## config.mk

```make
export PLATFORM = sky130hd
export DESIGN_NAME = ocd_command_interpreter
export DESIGN_NICKNAME = d
export VERILOG_FILES = /design/src/hdl/ocd_command_interpreter.v
export VERILOG_INCLUDE_DIRS = /design/src /design/src/hdl
export SDC_FILE = /design/constraint.sdc
export NUM_CORES = 1
export LEC_CHECK = 0
export CELL_PAD_IN_SITES_DETAIL_PLACEMENT = 0
export CELL_PAD_IN_SITES_GLOBAL_PLACEMENT = 1
export CORE_MARGIN = 2
export CORE_UTILIZATION = 25
export CTS_BUF_LIST = sky130_fd_sc_hd__clkbuf_16
export DETAILED_ROUTE_END_ITERATION = 12
export DONT_BUFFER_PORTS = 1
export HOLD_SLACK_MARGIN = 0.03
export PLACE_DENSITY_LB_ADDON = 0.15
export SYNTH_ARGS = -nofsm -noshare
export SYNTH_HDL_FRONTEND = slang
export SYNTH_SLANG_ARGS = --single-unit
```

## constraint.sdc

```tcl
create_clock -name ref_clk_i -period 3.6 [get_ports ref_clk_i]
set_input_delay 0.54 -clock ref_clk_i [delete_from_list [all_inputs] [get_ports ref_clk_i]]
set_output_delay 0.54 -clock ref_clk_i [all_outputs]
set_load 0.005 [all_outputs]
```

## src/hdl/ocd_cmd_consts.vh

```
/*
 constants for the debug command interpreter: command codes, control
 register fields, reset values and interpreter state codes.
 assumes it is included once per compile unit by its bare name.
*/
`ifndef OCD_CMD_CONSTS_VH
`define OCD_CMD_CONSTS_VH

// command codes
`define CMD_RD_COUNTER 8'h03
`define CMD_WR_CONTROL 8'h04
`define CMD_RD_CONTROL 8'h05
`define CMD_WR_PC 8'h06
`define CMD_RD_PC 8'h07
`define CMD_WR_REG 8'h08

// control register fields
`define CTL_DEBUG_MODE_BIT 7
`define CTL_BRK_ENABLE_BIT 6
`define CTL_COUNT_ENABLE_BIT 5
`define CTL_RESET 8'h00

// values and reset states
`define BLOCKED_WORD 16'hFFFF
`define COUNTER_RESET 16'hFFFF
`define FULL_BLOCK 9'h100

// flash control register window in the register file
`define FLASH_CTL_FIRST 12'hFF8
`define FLASH_CTL_LAST 12'hFFF

// interpreter states
`define ST_IDLE 4'h0
`define ST_CTL_DATA 4'h1
`define ST_PC_HI 4'h2
`define ST_PC_LO 4'h3
`define ST_ADDR_HI 4'h4
`define ST_ADDR_LO 4'h5
`define ST_SIZE 4'h6
`define ST_DATA 4'h7
`define ST_TX_FIRST 4'h8
`define ST_TX_SECOND 4'h9

`endif

```

## src/hdl/ocd_command_interpreter.v

```verilog
/*
 byte level command interpreter of the on-chip debugger: decodes host
 commands, answers reads, loads the program counter, writes the
 register file and runs the breakpoint down counter.
 assumes bytes from the debug_serial_pin are already deserialised and
 serialised outside, all inputs synchronous to ref_clk_i, and that the
 host sends no new byte while an answer is still going out.
*/
`timescale 1ns/1ps
// Functional notes
// [RULE_01] the down counter can raise a breakpoint halt when it equals the program counter.
// [RULE_02] command 03H answers the inverted down counter, high byte then low byte.
// [RULE_03] outside debug mode command 03H answers FFFFH.
// [RULE_04] command 04H takes one more byte and loads it into the control register.
// [RULE_05] with read protection the debug mode bit can be set but never cleared, only reset clears it.
// [RULE_06] command 05H answers one byte with the control register contents.
// [RULE_07] command 06H loads the next two bytes into the program counter unless blocked by mode or protection.
// [RULE_08] command 07H answers the program counter high then low, or FFFFH when blocked.
// [RULE_09] command 08H takes an upper address byte with four zero bits, a low address byte, a size byte, then data.
// [RULE_10] a register write moves 1 to 256 bytes and size zero means 256.
// [RULE_11] outside debug mode register write bytes are taken but discarded.
// [RULE_12] with read protection only flash control registers may be written.
// [RULE_13] every command opens with its code byte and operands or answers follow in fixed order.
// [RULE_14] the register address steps by one after each stored data byte.
`include "ocd_cmd_consts.vh"

module ocd_command_interpreter (
	input wire ref_clk_i,
	input wire arst_n_i,
	input wire [7:0] rx_byte_i,
	input wire rx_valid_i,
	output wire [7:0] tx_byte_o,
	output wire tx_valid_o,
	input wire tx_ready_i,
	input wire read_protect_option_i,
	input wire [15:0] pc_i,
	output reg pc_wr_o,
	output reg [15:0] pc_wdata_o,
	output reg reg_wr_o,
	output reg [11:0] reg_addr_o,
	output reg [7:0] reg_wdata_o,
	output wire [7:0] debug_control_register_o,
	output wire debug_mode_bit_o,
	output reg breakpoint_halt_o
);

	reg [3:0] state_ff, nxt_state;
	reg [7:0] ctl_ff, nxt_ctl;
	reg [15:0] cnt_ff;
	reg [7:0] tx_data_ff, nxt_tx_data;
	reg [7:0] tx_low_ff, nxt_tx_low;
	reg two_bytes_ff, nxt_two_bytes;
	reg [7:0] pc_hi_ff, nxt_pc_hi;
	reg [11:0] addr_ff, nxt_addr;
	reg [8:0] left_ff, nxt_left;
	reg nxt_pc_wr, nxt_reg_wr;
	reg [15:0] nxt_pc_wdata;
	reg [7:0] nxt_reg_wdata;
	reg [11:0] nxt_reg_addr;

	wire dbg_mode = ctl_ff[`CTL_DEBUG_MODE_BIT];
	wire pc_open = dbg_mode & ~read_protect_option_i;
	// blocked answer word, split into bytes by part-select
	wire [15:0] blocked_word = `BLOCKED_WORD;

	// address falls inside the flash control window
	function in_flash_ctl;
		input [11:0] a;
		begin
			in_flash_ctl = (a >= `FLASH_CTL_FIRST) && (a <= `FLASH_CTL_LAST);
		end
	endfunction

	assign tx_valid_o = (state_ff == `ST_TX_FIRST) ||
		(state_ff == `ST_TX_SECOND);
	assign tx_byte_o = tx_data_ff;
	assign debug_control_register_o = ctl_ff;
	assign debug_mode_bit_o = dbg_mode;

	// command decode and operand sequencing
	always @* begin
		nxt_state = state_ff;
		nxt_ctl = ctl_ff;
		nxt_tx_data = tx_data_ff;
		nxt_tx_low = tx_low_ff;
		nxt_two_bytes = two_bytes_ff;
		nxt_pc_hi = pc_hi_ff;
		nxt_addr = addr_ff;
		nxt_left = left_ff;
		nxt_pc_wr = 1'b0;
		nxt_pc_wdata = pc_wdata_o;
		nxt_reg_wr = 1'b0;
		nxt_reg_wdata = reg_wdata_o;
		nxt_reg_addr = reg_addr_o;
		case (state_ff)
			`ST_IDLE: begin
				if (rx_valid_i) begin
					// first byte is always the command code [RULE_13]
					case (rx_byte_i)
						`CMD_RD_COUNTER: begin
							nxt_two_bytes = 1'b1;
							nxt_state = `ST_TX_FIRST;
							if (dbg_mode) begin
								nxt_tx_data = ~cnt_ff[15:8]; // [RULE_02]
								nxt_tx_low = ~cnt_ff[7:0];
							end else begin
								nxt_tx_data = blocked_word[15:8]; // [RULE_03]
								nxt_tx_low = blocked_word[7:0];
							end
						end
						`CMD_WR_CONTROL: nxt_state = `ST_CTL_DATA;
						`CMD_RD_CONTROL: begin
							nxt_two_bytes = 1'b0;
							nxt_tx_data = ctl_ff; // [RULE_06]
							nxt_state = `ST_TX_FIRST;
						end
						`CMD_WR_PC: nxt_state = `ST_PC_HI;
						`CMD_RD_PC: begin
							nxt_two_bytes = 1'b1;
							nxt_state = `ST_TX_FIRST;
							if (pc_open) begin
								nxt_tx_data = pc_i[15:8]; // [RULE_08]
								nxt_tx_low = pc_i[7:0];
							end else begin
								nxt_tx_data = blocked_word[15:8]; // [RULE_08]
								nxt_tx_low = blocked_word[7:0];
							end
						end
						`CMD_WR_REG: nxt_state = `ST_ADDR_HI;
						default: nxt_state = `ST_IDLE;
					endcase
				end
			end
			`ST_CTL_DATA: begin
				if (rx_valid_i) begin
					nxt_ctl = rx_byte_i; // [RULE_04]
					// protected device keeps debug mode once set [RULE_05]
					if (read_protect_option_i && dbg_mode)
						nxt_ctl[`CTL_DEBUG_MODE_BIT] = 1'b1;
					nxt_state = `ST_IDLE;
				end
			end
			`ST_PC_HI: begin
				if (rx_valid_i) begin
					nxt_pc_hi = rx_byte_i;
					nxt_state = `ST_PC_LO;
				end
			end
			`ST_PC_LO: begin
				if (rx_valid_i) begin
					nxt_pc_wdata = {pc_hi_ff, rx_byte_i};
					nxt_pc_wr = pc_open; // [RULE_07]
					nxt_state = `ST_IDLE;
				end
			end
			`ST_ADDR_HI: begin
				if (rx_valid_i) begin
					nxt_addr = {rx_byte_i[3:0], addr_ff[7:0]}; // [RULE_09]
					nxt_state = `ST_ADDR_LO;
				end
			end
			`ST_ADDR_LO: begin
				if (rx_valid_i) begin
					nxt_addr = {addr_ff[11:8], rx_byte_i}; // [RULE_09]
					nxt_state = `ST_SIZE;
				end
			end
			`ST_SIZE: begin
				if (rx_valid_i) begin
					// zero size stands for a full block [RULE_10]
					nxt_left = (rx_byte_i == 8'h00) ? `FULL_BLOCK :
						{1'b0, rx_byte_i};
					nxt_state = `ST_DATA;
				end
			end
			`ST_DATA: begin
				if (rx_valid_i) begin
					nxt_reg_addr = addr_ff;
					nxt_reg_wdata = rx_byte_i;
					// discard outside debug mode [RULE_11]
					// protection limits writes to flash control [RULE_12]
					nxt_reg_wr = dbg_mode &&
						(!read_protect_option_i || in_flash_ctl(addr_ff));
					nxt_addr = addr_ff + 12'h001; // [RULE_14]
					nxt_left = left_ff - 9'h001;
					if (left_ff == 9'h001)
						nxt_state = `ST_IDLE; // [RULE_10]
				end
			end
			`ST_TX_FIRST: begin
				if (tx_ready_i) begin
					if (two_bytes_ff) begin
						nxt_tx_data = tx_low_ff; // high byte went first [RULE_13]
						nxt_state = `ST_TX_SECOND;
					end else begin
						nxt_state = `ST_IDLE;
					end
				end
			end
			`ST_TX_SECOND: begin
				if (tx_ready_i)
					nxt_state = `ST_IDLE;
			end
			default: nxt_state = `ST_IDLE;
		endcase
	end

	// interpreter registers
	always @(posedge ref_clk_i or negedge arst_n_i) begin
		if (!arst_n_i) begin
			state_ff <= `ST_IDLE;
			ctl_ff <= `CTL_RESET; // only reset leaves protected debug mode
			tx_data_ff <= 8'h00;
			tx_low_ff <= 8'h00;
			two_bytes_ff <= 1'b0;
			pc_hi_ff <= 8'h00;
			addr_ff <= 12'h000;
			left_ff <= 9'h000;
			pc_wr_o <= 1'b0;
			pc_wdata_o <= 16'h0000;
			reg_wr_o <= 1'b0;
			reg_wdata_o <= 8'h00;
			reg_addr_o <= 12'h000;
		end else begin
			state_ff <= nxt_state;
			ctl_ff <= nxt_ctl;
			tx_data_ff <= nxt_tx_data;
			tx_low_ff <= nxt_tx_low;
			two_bytes_ff <= nxt_two_bytes;
			pc_hi_ff <= nxt_pc_hi;
			addr_ff <= nxt_addr;
			left_ff <= nxt_left;
			pc_wr_o <= nxt_pc_wr;
			pc_wdata_o <= nxt_pc_wdata;
			reg_wr_o <= nxt_reg_wr;
			reg_wdata_o <= nxt_reg_wdata;
			reg_addr_o <= nxt_reg_addr;
		end
	end

	// down counter and breakpoint on match with the program counter
	always @(posedge ref_clk_i or negedge arst_n_i) begin
		if (!arst_n_i) begin
			cnt_ff <= `COUNTER_RESET;
			breakpoint_halt_o <= 1'b0;
		end else begin
			if (ctl_ff[`CTL_COUNT_ENABLE_BIT])
				cnt_ff <= cnt_ff - 16'h0001;
			breakpoint_halt_o <= ctl_ff[`CTL_BRK_ENABLE_BIT] &&
				(cnt_ff == pc_i); // [RULE_01]
		end
	end

endmodule // ocd_command_interpreter

```

==> impl_metrics.yaml <==
outcome:
  outcome: "finished clean"
timing:
  period_share_pct: 64.4
  worst_pin_slew_ns: 1.01
  setup_violations: 0
  max_clock_freq_mhz: 431
  hold_viol: 0
  finClkSkew_ns: 0.00723
  slew_headroom_pct: 31.9
  fin_crit_ns: 2.32
  rsz0062_at_grt: "false"
  finalSetupTns_ns: 0
  drv_slew: 0
logic_synthesis:
  synth_seq_cells: 113
  avgSynthCellArea_um2: 10.5
  ys.flop_type: "dfrtp_1"
  syn_area_mm2: 0.00586
  synth-async-reset-ratio_pct: 100
  syn_inst: 561
  yosysWarnings: 0
  synth-edff-count: 0
  syn_nets: 595
  yosysUniqueCellTypes: 64
  synth_seq_area_share_pct: 48.6
cts:
  htree_levels: 4
  cts.sinks: 113
  cts_resized: 0
  clockRootBuffer: "clkbuf_16"
  clk_pin_slew_ns: 0.06
  insertion_delay_ns: 0.42
  post-cts-setup-buffer-count: 0
  tritoncts.num_buffers: 17
  cts_tree: "done"
  clock_path_buffers: 2
worst_setup_path:
  cp_slowest_cell: "and2_1"
  worst-path-buf-inv: 0
  start_kind: "register"
  reg2reg_depth: 3
  r2r_slack_ns: 1.28
  r2r_end: "pc_wdata_o[10]"
  r2r_start: "state_ff[3]"
  critPathMaxStageDelay_ns: 0.71
  path_cells: "nor3b_1 -> and2_1 -> mux2_2"
  crit_type: "register to register"
  worstPathMaxFanout: 20
  worstPathArrival_ns: 2.62
  cp-end-kind: "register"
  critical-path-top-delay-family: "simple AND/OR/NAND/NOR gates"
  crit_required_ns: 3.90
die:
  core_mm2: 0.0233
  io_pins: 86
  dieArea_mm2: 0.0247
  start_util_pct: 25.2
  rows: 56
  die_y_um: 157
  fp.dieW_um: 157
flow_run:
  max-cap-violations: 0
drt:
  via_per_inst: 4.88
  initialDrtViolationCount: 231
  dr.pass1.iters: 4
  ant_nets: 0
  post-route-drc-count: 0
  wl_um: 17500
  avgRoutedWirePerCell_um: 19.9
  vias: 4288
cells_and_area:
  nets: 580
  num-fill-cells: 2483
  drive_above_1_share_pct: 19.5
  multi_input_area_mm2: 0.00275
  fin_cells: 878
  n_antenna_cell: 0
  area_delta_synth_final_pct: 14.3
  final-seq-area_mm2: 0.00285
place:
  gp_congestion: 0.731
  dp.cells: 845
  dp.final_hpwl_um: 12000
  portBuffers: 0
global_routing:
  antenna_found_initial: 0
  track_usage_pct: 14.7
  grt_max_degree: 114
  grt.overflow.total: 0
  first_global_vias: 4338
  grt_pass1_wl_um: 26900
pwr:
  leakage_nw: 2.75
  vdd_drop_max_mv: 0.328
  p_per_area_mw_per_mm2: 658
hold_path:
  hold_path_class: "input port to asynchronous set/reset pin"
stage by stage:
stage	worst slack (ns)	hold slack [ns]	total power, mW	instance area, µm²	utilization, %
final	1.28	0.0436	4.41	6700	28.8
after global routing	1.05	0.106	4.67	6700	28.8
after detailed placement	1.15	0.256	2.80	6110	26.3
after floorplan	1.59	0.244	2.54	5860	-
after global placement	1.12	0.255	2.79	6110	26.3
after CTS	1.25	0.108	4.47	6700	28.8
worst max-delay path by stage:
stage          slack [ns]  cells after the start    startpoint             end
2_1_floorplan        1.59                      5  rx_byte_i[4]    tx_low_ff[6]
3_3_place_gp         1.12                      4  rx_byte_i[4]    tx_byte_o[6]
3_5_place_dp         1.15                      4  rx_byte_i[4]    tx_byte_o[6]
4_1_cts              1.25                      3   state_ff[3]  pc_wdata_o[10]
5_1_grt              1.05                      3   state_ff[3]  pc_wdata_o[11]
6_report             1.28                      3   state_ff[3]  pc_wdata_o[10]
layer usage:
layer / up-vias / share of wire (%) / track usage, %
met3: 18 / 5.2 / 5.01
met1: 2154 / 45 / 18.7
met4: 0 / 1.4 / 4.98
li1: 2042 / - / -
met5: - / 0 / 0
met2: 74 / 48 / 23.6
synth_stat cells, drive strengths merged (8+ instances only):
| cell type | count | area, µm² |
|---|---|---|
| dfrtp | 97 | 2430 |
| o21ai | 49 | 245 |
| mux2 | 48 | 541 |
| nand2 | 31 | 116 |
| inv | 28 | 105 |
| clkbuf | 25 | 95.1 |
| a21oi | 21 | 105 |
| nor2 | 20 | 75.1 |
| nor4 | 19 | 119 |
| xor2 | 19 | 166 |
| dfstp | 16 | 420 |
| buf | 12 | 73.8 |
| o2bb2ai | 12 | 105 |
| xnor2 | 12 | 105 |
| nor3 | 11 | 55.1 |
| o31ai | 11 | 87.6 |
| nand3 | 10 | 50.1 |
| nor3b | 10 | 75.1 |
| a211oi | 9 | 67.6 |
| nand3b | 9 | 67.6 |
| and2 | 8 | 50.1 |
| o32ai | 8 | 77.6 |
cell families (layout without fill, tap and decap cells):
family,after synthesis,in the layout,synth area share [%]
adder cells (fa/ha/maj),5,5,1.07
AO/OA/AOI/OAI,138,138,15.7
flip-flops,113,113,48.6
multiplexers,48,48,9.22
AND/OR/NAND/NOR,161,161,16.2
XOR/XNOR,31,31,4.63
buffers and inverters,65,63,4.67
registers in the layout, summed over array words and instances, names as in the netlist, 9 cells and up:
register and flops:
addr_ff 12, cnt_ff 16, left_ff 9, pc_wdata_o 16, reg_addr_o 12
timing repair:
item                                    4_1_cts  5_1_grt
hold endpoints to repair                    113        0
endpoints found under the setup margin        0        0
hold buffers                                  1        0
report_power, final:
part	switching (mW)	internal, mW	leakage (nW)
logic	0.380	0.385	1.05
registers	0.414	1.61	1.45
clock network	0.662	0.954	0.262
final cells by class:
type,instances,area share (%)
inverters,28,1.57
multi-input cells,383,41.0
repair buffers,3,0.635
clock inverters,15,2.00
flip-flops and latches,113,42.5
well taps,319,5.96
clock buffers,17,6.35
cell usage in the layout, fill, tap and decap left out, types with 4 or more instances in the layout:
| cell | instances |
|---|---|
| xnor2_1 | 12 |
| ha_1 | 5 |
| a211oi_1 | 9 |
| or4_1 | 6 |
| xor2_1 | 19 |
| o31ai_1 | 10 |
| inv_1 | 28 |
| nand4_1 | 7 |
| nor3b_1 | 10 |
| dfstp_2 | 16 |
| nor3_1 | 11 |
| nand3_1 | 10 |
| nor4_1 | 19 |
| nand3b_1 | 9 |
| a21oi_1 | 21 |
| clkinvlp_4 | 4 |
| nand2_1 | 31 |
| clkbuf_16 | 17 |
| nand4b_1 | 4 |
| mux2_2 | 48 |
| dfrtp_1 | 97 |
| nor2_1 | 20 |
| o2bb2ai_1 | 12 |
| o21ai_0 | 48 |
| and2_1 | 7 |
| o32ai_1 | 7 |
| inv_6 | 5 |
Note: power is estimated with default switching activity, not from simulation.
